`src/verilog/sbrg_pkg.sv`:
```
// sbrg_pkg: register map, field positions and reset values of the baud timer
// assumes a 32-bit apb slave, one register per aligned word
package sbrg_pkg;

    // ==================================================================
    // register offsets (byte addresses)
    localparam logic [7:0] OFS_DIVISOR_LOW = 8'h00;
    localparam logic [7:0] OFS_DIVISOR_HIGH = 8'h04;
    localparam logic [7:0] OFS_BAUD_CONTROL = 8'h08;
    localparam logic [7:0] OFS_TRANSMIT_CTRL = 8'h0c;
    localparam logic [7:0] OFS_STATUS = 8'h10;

    // ==================================================================
    // field positions
    localparam int WIDE_DIVIDER_BIT = 3;
    localparam int RECEIVER_IDLE_BIT = 6;
    localparam int HIGH_SPEED_BIT = 2;
    localparam int SYNC_MODE_BIT = 4;

    // ==================================================================
    // reset values
    localparam logic [7:0] DIVISOR_RESET = 8'h00;
    localparam logic [7:0] CONFIG_RESET = 8'h00;

    // ==================================================================
    // multiplier selection handed downstream
    typedef enum logic [1:0] {
        SBRG_MULT_64 = 2'b00,
        SBRG_MULT_16 = 2'b01,
        SBRG_MULT_4 = 2'b10
    } sbrg_mult_t;

    typedef struct packed {
        logic wide_divider_select;
        logic high_speed_select;
        logic sync_mode;
    } sbrg_cfg_t;

endpackage

```
`src/verilog/sbrg_top.sv`:
```
// sbrg_top: serial baud timer with apb register access
// assumes the serial port's receiver supplies its idle level on this clock
// Overview of operation
// - after reset the timer counts with the low divisor byte only
// - wide divider select makes the timer use both divisor bytes
// - one timer tick serves both asynchronous and synchronous modes
// - timer runs continuously; period comes from the divisor pair when wide, low byte alone when narrow
// - async multiplier chosen jointly by high speed and wide divider bits
// - in synchronous mode the high speed bit is ignored
// - writing either divisor register clears the timer immediately
// - async, narrow, low speed: rate is clock over 64 times n+1
// - async, wide, low speed: rate is clock over 16 times n+1
// - synchronous: rate is clock over 4 times n+1
// - divisor is high byte above low byte, unsigned
// - receiver idle flag reads high while the receiver is idle
//
// The register offsets and the APB register port were chosen for this implementation.
`timescale 1ns/1ps
`default_nettype none

module sbrg_top
    import sbrg_pkg::*;
#(
    parameter int DIV_WIDTH = 16
) (
    // clock, reset, enable
    input wire logic I_CLOCK,
    input wire logic I_RST,
    input wire logic I_CE,
    // apb slave
    input wire logic [7:0] I_PADDR,
    input wire logic I_PSEL,
    input wire logic I_PENABLE,
    input wire logic I_PWRITE,
    input wire logic [31:0] I_PWDATA,
    output logic [31:0] O_PRDATA,
    output logic O_PREADY,
    output logic O_PSLVERR,
    // receiver status in
    input wire logic I_RECEIVER_IDLE,
    // timer outputs
    output logic O_RATE_TICK,
    output logic [1:0] O_MULT_SEL,
    output logic O_SYNC_MODE
);

    // ==================================================================
    // parameter check
    if (DIV_WIDTH != 16) begin : g_bad_width
        $error("sbrg_top: DIV_WIDTH must be 16");
    end

    // control fields must sit inside the 8-bit register views
    if (WIDE_DIVIDER_BIT > 7 || RECEIVER_IDLE_BIT > 7 ||
        HIGH_SPEED_BIT > 7 || SYNC_MODE_BIT > 7) begin : g_bad_field
        $error("sbrg_top: control field outside the register");
    end

    // ==================================================================
    // register and timer state
    logic [7:0] divisor_low;
    logic [7:0] divisor_high;
    sbrg_cfg_t cfg;
    logic [31:0] prdata;
    logic [15:0] timer;
    logic tick;
    logic [7:0] next_divisor_low;
    logic [7:0] next_divisor_high;
    sbrg_cfg_t next_cfg;
    logic [31:0] next_prdata;
    logic [15:0] next_timer;
    logic next_tick;
    logic [15:0] period;

    // ==================================================================
    // bus side signals
    logic access;
    logic wr;
    logic sel_low;
    logic sel_high;
    logic sel_baud;
    logic sel_xmit;
    logic sel_status;
    logic mapped;
    logic divisor_written;
    logic [7:0] baud_view;
    logic [7:0] xmit_view;
    logic [31:0] read_word;
    logic rx_idle;

    // ==================================================================
    // receiver idle level: same clock, no synchroniser needed
    assign rx_idle = I_RECEIVER_IDLE;

    // ==================================================================
    // apb qualifiers: a frozen block takes no access
    assign access = I_PSEL && I_PENABLE && I_CE;
    assign wr = access && I_PWRITE;

    // ==================================================================
    // address decode
    always_comb begin
        sel_low = 1'b0;
        sel_high = 1'b0;
        sel_baud = 1'b0;
        sel_xmit = 1'b0;
        sel_status = 1'b0;
        case (I_PADDR)
            OFS_DIVISOR_LOW: begin
                sel_low = 1'b1;
            end
            OFS_DIVISOR_HIGH: begin
                sel_high = 1'b1;
            end
            OFS_BAUD_CONTROL: begin
                sel_baud = 1'b1;
            end
            OFS_TRANSMIT_CTRL: begin
                sel_xmit = 1'b1;
            end
            OFS_STATUS: begin
                sel_status = 1'b1;
            end
            default: begin
                // unaligned or unused: nothing selected, error raised
                sel_low = 1'b0;
            end
        endcase
    end

    assign mapped = sel_low || sel_high || sel_baud || sel_xmit || sel_status;

    // ==================================================================
    // register writes; unmapped writes leave everything unchanged
    always_comb begin
        next_divisor_low = divisor_low;
        next_divisor_high = divisor_high;
        next_cfg = cfg;
        divisor_written = 1'b0;
        if (wr && sel_low) begin
            next_divisor_low = I_PWDATA[7:0];
            divisor_written = 1'b1;
        end
        if (wr && sel_high) begin
            next_divisor_high = I_PWDATA[7:0];
            divisor_written = 1'b1;
        end
        if (wr && sel_baud) begin
            next_cfg.wide_divider_select = I_PWDATA[WIDE_DIVIDER_BIT];
        end
        if (wr && sel_xmit) begin
            next_cfg.high_speed_select = I_PWDATA[HIGH_SPEED_BIT];
            next_cfg.sync_mode = I_PWDATA[SYNC_MODE_BIT];
        end
    end

    // ==================================================================
    // control register views, one bit slice each
    // unimplemented bits read as zero
    for (genvar b = 0; b < 8; b++) begin : g_view
        if (b == WIDE_DIVIDER_BIT) begin : g_wide
            assign baud_view[b] = cfg.wide_divider_select;
        end else if (b == RECEIVER_IDLE_BIT) begin : g_idle
            assign baud_view[b] = rx_idle;
        end else begin : g_zero_baud
            assign baud_view[b] = 1'b0;
        end
        if (b == HIGH_SPEED_BIT) begin : g_speed
            assign xmit_view[b] = cfg.high_speed_select;
        end else if (b == SYNC_MODE_BIT) begin : g_sync
            assign xmit_view[b] = cfg.sync_mode;
        end else begin : g_zero_xmit
            assign xmit_view[b] = 1'b0;
        end
    end

    // ==================================================================
    // read data; idle flag and timer are live, not stored
    always_comb begin
        read_word = 32'h00000000;
        if (sel_low) begin
            read_word[7:0] = divisor_low;
        end
        if (sel_high) begin
            read_word[7:0] = divisor_high;
        end
        if (sel_baud) begin
            read_word[7:0] = baud_view;
        end
        if (sel_xmit) begin
            read_word[7:0] = xmit_view;
        end
        if (sel_status) begin
            read_word[15:0] = timer;
        end
    end

    // hold the last word outside an access so the bus stays quiet
    always_comb begin
        next_prdata = prdata;
        if (access) begin
            next_prdata = read_word;
        end
    end

    // ==================================================================
    // baud timer

    always_comb begin
        // narrow mode ignores the high byte
        if (cfg.wide_divider_select) begin
            period = {divisor_high, divisor_low};
        end else begin
            period = {8'h00, divisor_low};
        end
        next_tick = 1'b0;
        if (divisor_written) begin
            next_timer = 16'h0000;
        end else if (timer >= period) begin
            // tick every period+1 clocks, free running
            next_timer = 16'h0000;
            next_tick = 1'b1;
        end else begin
            next_timer = timer + 16'h0001;
        end
    end

    // ==================================================================
    // multiplier select for the downstream prescaler
    logic [1:0] mult;
    logic [1:0] next_mult;

    always_comb begin
        if (cfg.sync_mode) begin
            next_mult = SBRG_MULT_4;
        end else begin
            case ({cfg.wide_divider_select, cfg.high_speed_select})
                2'b00: next_mult = SBRG_MULT_64;
                2'b10: next_mult = SBRG_MULT_16;
                2'b01: next_mult = SBRG_MULT_16;
                2'b11: next_mult = SBRG_MULT_4;
                default: next_mult = SBRG_MULT_64;
            endcase
        end
    end

    // ==================================================================
    // register file
    always_ff @(posedge I_CLOCK) begin
        if (I_RST) begin
            divisor_low <= DIVISOR_RESET;
            divisor_high <= DIVISOR_RESET;
            cfg <= sbrg_cfg_t'(CONFIG_RESET[2:0]);
            prdata <= 32'h00000000;
        end else if (I_CE) begin
            divisor_low <= next_divisor_low;
            divisor_high <= next_divisor_high;
            cfg <= next_cfg;
            prdata <= next_prdata;
        end
    end

    // ==================================================================
    // timer state; the enable freezes the count mid period
    always_ff @(posedge I_CLOCK) begin
        if (I_RST) begin
            timer <= 16'h0000;
            tick <= 1'b0;
        end else if (I_CE) begin
            timer <= next_timer;
            tick <= next_tick;
        end
    end

    // ==================================================================
    // multiplier state
    always_ff @(posedge I_CLOCK) begin
        if (I_RST) begin
            mult <= SBRG_MULT_64;
        end else if (I_CE) begin
            mult <= next_mult;
        end
    end

    // zero wait states; read data from a flop updated at the access edge
    // means prdata is combinationally chosen below for same-cycle return
    assign O_PREADY = 1'b1;
    assign O_PSLVERR = I_PSEL && I_PENABLE && !mapped;
    assign O_PRDATA = (I_PSEL && I_PENABLE) ? next_prdata : prdata;
    assign O_RATE_TICK = tick;
    assign O_MULT_SEL = mult;
    assign O_SYNC_MODE = cfg.sync_mode;

endmodule // sbrg_top

`default_nettype wire
```
`config.mk`:
```
export PLATFORM = sky130hd
export DESIGN_NAME = sbrg_top
export DESIGN_NICKNAME = d
export VERILOG_FILES = /design/src/verilog/sbrg_pkg.sv /design/src/verilog/sbrg_top.sv
export SDC_FILE = /design/constraint.sdc
export NUM_CORES = 1
export LEC_CHECK = 0
export ABC_CLOCK_PERIOD_IN_PS = 4900
export BUFFER_PORTS_ARGS = -buffer_cell sky130_fd_sc_hd__buf_2
export CORE_ASPECT_RATIO = 0.8
export CORE_MARGIN = 5
export CORE_UTILIZATION = 55
export CTS_BUF_LIST = sky130_fd_sc_hd__clkbuf_8
export CTS_CLUSTER_DIAMETER = 60
export CTS_CLUSTER_SIZE = 40
export DETAILED_ROUTE_END_ITERATION = 10
export PLACE_DENSITY = 0.79
export SLEW_MARGIN = 5
export SYNTH_ARGS = -nofsm -noshare
export SYNTH_HDL_FRONTEND = slang
export SYNTH_SLANG_ARGS = --single-unit
export TNS_END_PERCENT = 1
```
`constraint.sdc`:
```
create_clock -name I_CLOCK -period 4.9 [get_ports I_CLOCK]
set_clock_uncertainty 0.05 [all_clocks]
set_input_delay 0.245 -clock I_CLOCK [delete_from_list [all_inputs] [get_ports I_CLOCK]]
set_output_delay 0.245 -clock I_CLOCK [all_outputs]
set_load 0.02 [all_outputs]
```
# After elaboration in Yosys (flattened, before gate mapping)

Cells that the tools add are included.

Flip-flop bits (word level): 70
Input port bits: 47
Output and inout port bits: 38
Word-level logic and storage cells: 59

Add/subtract/negate cells: 1
Magnitude comparators: 1
Equality and inequality tests: 7
Multiplexer cells: 21
Reductions and logical operators: 20

Operator list:

| operator                                                              | number |
|---|---|
| 16-bit 2-to-1 mux                                                     | 4 |
| 32-bit 2-to-1 mux                                                     | 2 |
| 8-bit 2-to-1 mux                                                      | 4 |
| 16-bit by 1-bit adder with 16-bit output, second input constant       | 1 |
| 8-bit by 4-bit equality test with 1-bit output, second input constant | 2 |
| 16-bit >= comparator                                                  | 1 |
| 1-bit 2-to-1 mux                                                      | 9 |
| 8-bit by 3-bit equality test with 1-bit output, second input constant | 1 |
| 8-bit by 5-bit equality test with 1-bit output, second input constant | 1 |
| 1-bit logical AND                                                     | 8 |
| 8-bit logical NOT                                                     | 1 |
| 2-bit AND reduction                                                   | 4 |
| 2-bit one-hot mux with 3 select lines                                 | 1 |
| 2-bit equality test, second input constant                            | 2 |
| 1-bit logical OR                                                      | 4 |
| 2-bit by 1-bit equality test with 1-bit output, second input constant | 1 |
| 2-bit logical NOT                                                     | 1 |
| 2-bit 2-to-1 mux                                                      | 1 |
| 2-bit OR reduction                                                    | 1 |
| 1-bit logical NOT                                                     | 1 |

# Logic depth before layout (Yosys ltp)

Depth in word-level cells: 9
Mapped depth: 10
Depth with buffers taken out: 8

# Least setup slack after synthesis

Ideal clock, no wire load.

Path kind: register to register
From: reg cfg, in the netlist baud_view[3]
To: reg timer[2]
Setup time: 0.057 ns
Arrival: 2.142 ns
Required time: 4.793 ns
Path slack: 2.651 ns
Cell stages (with the launch flop): 11
Path buffers: 2
Clock period less this slack: 2.249 ns
Path through: dfxtp_1 clkbuf_1 nand2_1 ha_1 a211oi_1 o21ai_1 nor4b_2 o21ai_2 buf_4 nor3b_1 a21o_1

Word-level cells in the longest chain between the ends: 4

Ends and longest elaborated chain:

| item                   | line            | text |
|---|---|---|
| from (decl)            | sbrg_top.sv:63  | `sbrg_cfg_t cfg;` |
| from (signal assigned) | sbrg_top.sv:253 | `cfg <= sbrg_cfg_t'(CONFIG_RESET[2:0]);` |
| from (signal assigned) | sbrg_top.sv:258 | `cfg <= next_cfg;` |
| 16-bit 2-to-1 mux      | sbrg_top.sv:211 | `if (cfg.wide_divider_select) begin` |
| 16-bit >= comparator   | sbrg_top.sv:219 | `end else if (timer >= period) begin` |
| 16-bit 2-to-1 mux      | sbrg_top.sv:219 |  |
| 16-bit 2-to-1 mux      | sbrg_top.sv:217 | `if (divisor_written) begin` |
| to (signal assigned)   | sbrg_top.sv:270 | `timer <= next_timer;` |
| to (decl)              | sbrg_top.sv:65  | `logic [15:0] timer;` |

No other way between the ends.
A chain may end at the register's enable or synchronous reset.

# Final worst setup path

From: reg cfg, in the netlist baud_view[3]
To: reg timer[14]

The elaborated chain is that of the path after synthesis.

==> metrics.md <==
| Metric | Value |
|---|---|
| Layout cells sized above 1 | 17.7% |
| Crit-path max FO | 26 |
| DRC | 0 |
| Post-CTS setup buffers | 0 |
| WL final | 8.45 mm |
| Final setup viols | 0 |
| P per Cell Area | 264 mW/mm2 |
| Status | completed |
| Syn Area/Cell | 8.19 um2 |
| Max-cap check violation count | 0 |
| Cells after Synth | 427 |
| Initial antenna violation count | 0 |
| Leak pwr | 0.00180 uW |
| Critical path type | flop to flop |
| Max Slew Vio Count | 0 |
| H-tree depth | 3 |
| Nets | 540 |
| GR Overflow Total | 0 |
| Placed wire-length estimate | 6.17 mm |
| TNS Setup | 0 ps |
| WP data arrival | 2930 ps |
| Async set-or-reset flop fraction in the synthesized netlist | 0% |
| Synth Flop Type | dfxtp_1 |
| Area Overhead vs Synth | 13.6% |
| TritonCTS Buffers | 9 |
| GRT Total Usage | 21.2% |
| Max IR drop VDD | 0.196 mV |
| Post-synth EDFFs | 0 |
| Die area | 0.00807 mm2 |
| Post-CTS sizing | 0 |
| Post-route ant nets | 0 |
| Diode count | 0 |
| Worst hold path type | input port to flop |
| Avg WL per Cell | 15.0 um |
| DR vias | 3145 |
| # IOs | 85 |
| First-pass GRT wire length | 13.5 mm |
| Synth Cell Area | roughly 0.0035 mm2 |
| Post-synthesis cell type count | between 50 and 60 |
| Cells after DPL | about 550 |
| Clock buffer depth | 2 |
| CTS tree | built |
| Seq cells post-synth | 70 |
| Reg clk slew, reported paths | about 80 ps |
| Hold Vio Cnt, Final | 0 |
| Max Fclk | 367 MHz |
| Mapped Nets | 492 |
| Layout filler cell count | 553 |
| Relative slew slack | 22.7% |
| Gpl congestion | 0.924 |
| Minimum clock period after layout | 2730 ps |
| Port Buffers | 59 |
| Slew @ Worst Pin | 1160 ps |
| Clk sink count | 70 |
| RSZ-0062 raised after global routing | no |
| Sequential-to-total area share from yosys stat | 40.1% |
| Chip Width | 99.2 um |
| Worst setup EP type | flop |
| Vias in the first global route | around 2900 |
| Startpoint Class | flop |
| Final period util | a little under three fifths |
| Initial core utilization | 55.7% |
| Worst hold slack | 94.2 ps |
| Vias per cell | 5.58 |
| CTS root buf | clkbuf_8 |
| Total core area | 0.00628 mm2 |
| Hold_buf cts | 0 |
| Final cell count without fillers | 564 |
| Pin count of the biggest net entering global routing | 58 |
| Worst-skew pair later-pin latency | 350 ps |
| Rows | 26 |
| Die height | 81.3 um |
| Synth Warn # | 0 |
| Drt pass-1 iters | 5 |
| DRC marker count from the first detailed-route iteration | 168 |
| Crit path required time | 5100 ps |
cells in the mapped netlist (5+ instances only):
cell type / number / area (um2)
clkbuf_1: 14 / 52.6
nand2_1: 64 / 240
o21ai_0: 14 / 70.1
nor3_1: 8 / 40.0
nor2_1: 35 / 131
dfxtp_1: 70 / 1400
nor4_1: 5 / 31.3
inv_1: 11 / 41.3
and2_1: 17 / 106
nand3_1: 16 / 80.1
mux2i_1: 12 / 120
o21ai_1: 9 / 45.0
ha_1: 18 / 225
a21o_1: 10 / 75.1
and3_1: 6 / 37.5
nand4_1: 5 / 31.3
nor2b_1: 27 / 169
a221oi_1: 5 / 43.8
a21oi_1: 29 / 145
power breakdown:
part           switching [uW]  internal, uW  total, uW
clock network             228           185        413
logic                    43.9          18.8       62.7
registers               0.984           571        572
total                     273           775       1050
cell type report:
cell class	instances	area [um2]	share of cell area, %
multi-input combinational	323	1960	49.2
sequential	70	1400	35.3
timing repair buffer	59	295	7.43
clock buffer	9	124	3.12
tap	84	105	2.64
clock inverter	7	48.8	1.23
inverter	12	45.0	1.13
cell usage in the layout, fill, tap and decap left out, types with 5 or more instances in the layout:
cell type	n
a21o_1	10
a21oi_1	29
a221oi_1	5
and2_1	17
and3_1	6
buf_2	59
clkbuf_8	9
dfxtp_1	70
ha_1	18
inv_1	11
mux2i_1	12
nand2_1	64
nand3_1	16
nand4_1	5
nor2_1	35
nor2b_1	27
nor3_1	8
nor4_1	5
o21ai_0	14
o21ai_1	9
final timing paths:
| path | from | end | slack [ps] | depth (start not counted) |
|---|---|---|---|---|
| max | baud_view[3] | timer[14] | 2170 | 8 |
| max reg2reg | baud_view[3] | timer[14] | 2170 | 8 |
| min reg2reg | divisor_low[2] | divisor_low[2] | 410 | 2 |
| min | I_PWDATA[6] | divisor_high[6] | 90 | 3 |
stage by stage:
stage	instance area (um2)	util, %	total power (uW)	setup slack (ps)
floorplan	3500	-	623	2650
global placement	3800	60.6	646	2280
detailed placement	3800	60.6	648	2230
CTS	3980	63.3	1060	2220
global route	3980	63.3	1090	1880
finish	3980	63.3	1050	2170
registers in the layout, summed over array words and instances, names as in the netlist:
register,count
O_RATE_TICK,1
baud_view,1
timer,16
divisor_high,8
divisor_low,8
prdata,32
cfg,1
O_MULT_SEL,2
O_SYNC_MODE,1
routing by layer:
metal,vias to the layer above,share of wire [%],GRT usage (%)
met3,14,7.2,5.49
met2,90,45,32.4
li1,1591,-,-
met4,0,1.6,7.64
met5,-,0,0
met1,1450,46,29.0
cells by family after synthesis:
family	Yosys count	share of synthesized area (%)
xor+xnor	2	0.501
other cells	1	0.107
mux	12	3.43
fa+ha+maj	18	6.44
buf+inv	34	4.04
compound gates	87	15.6
flops	70	40.1
simple gates	203	29.8
worst max-delay path: stages, from the launching register on:
cell     delay, ps
dfxtp_1        550
nand2_1        110
ha_1           310
nand4_1        150
nor2_1         140
nand3_1        120
o21ai_2        760
o21ai_0        210
a21o_1         220
Note: power is estimated with default switching activity, not from simulation.
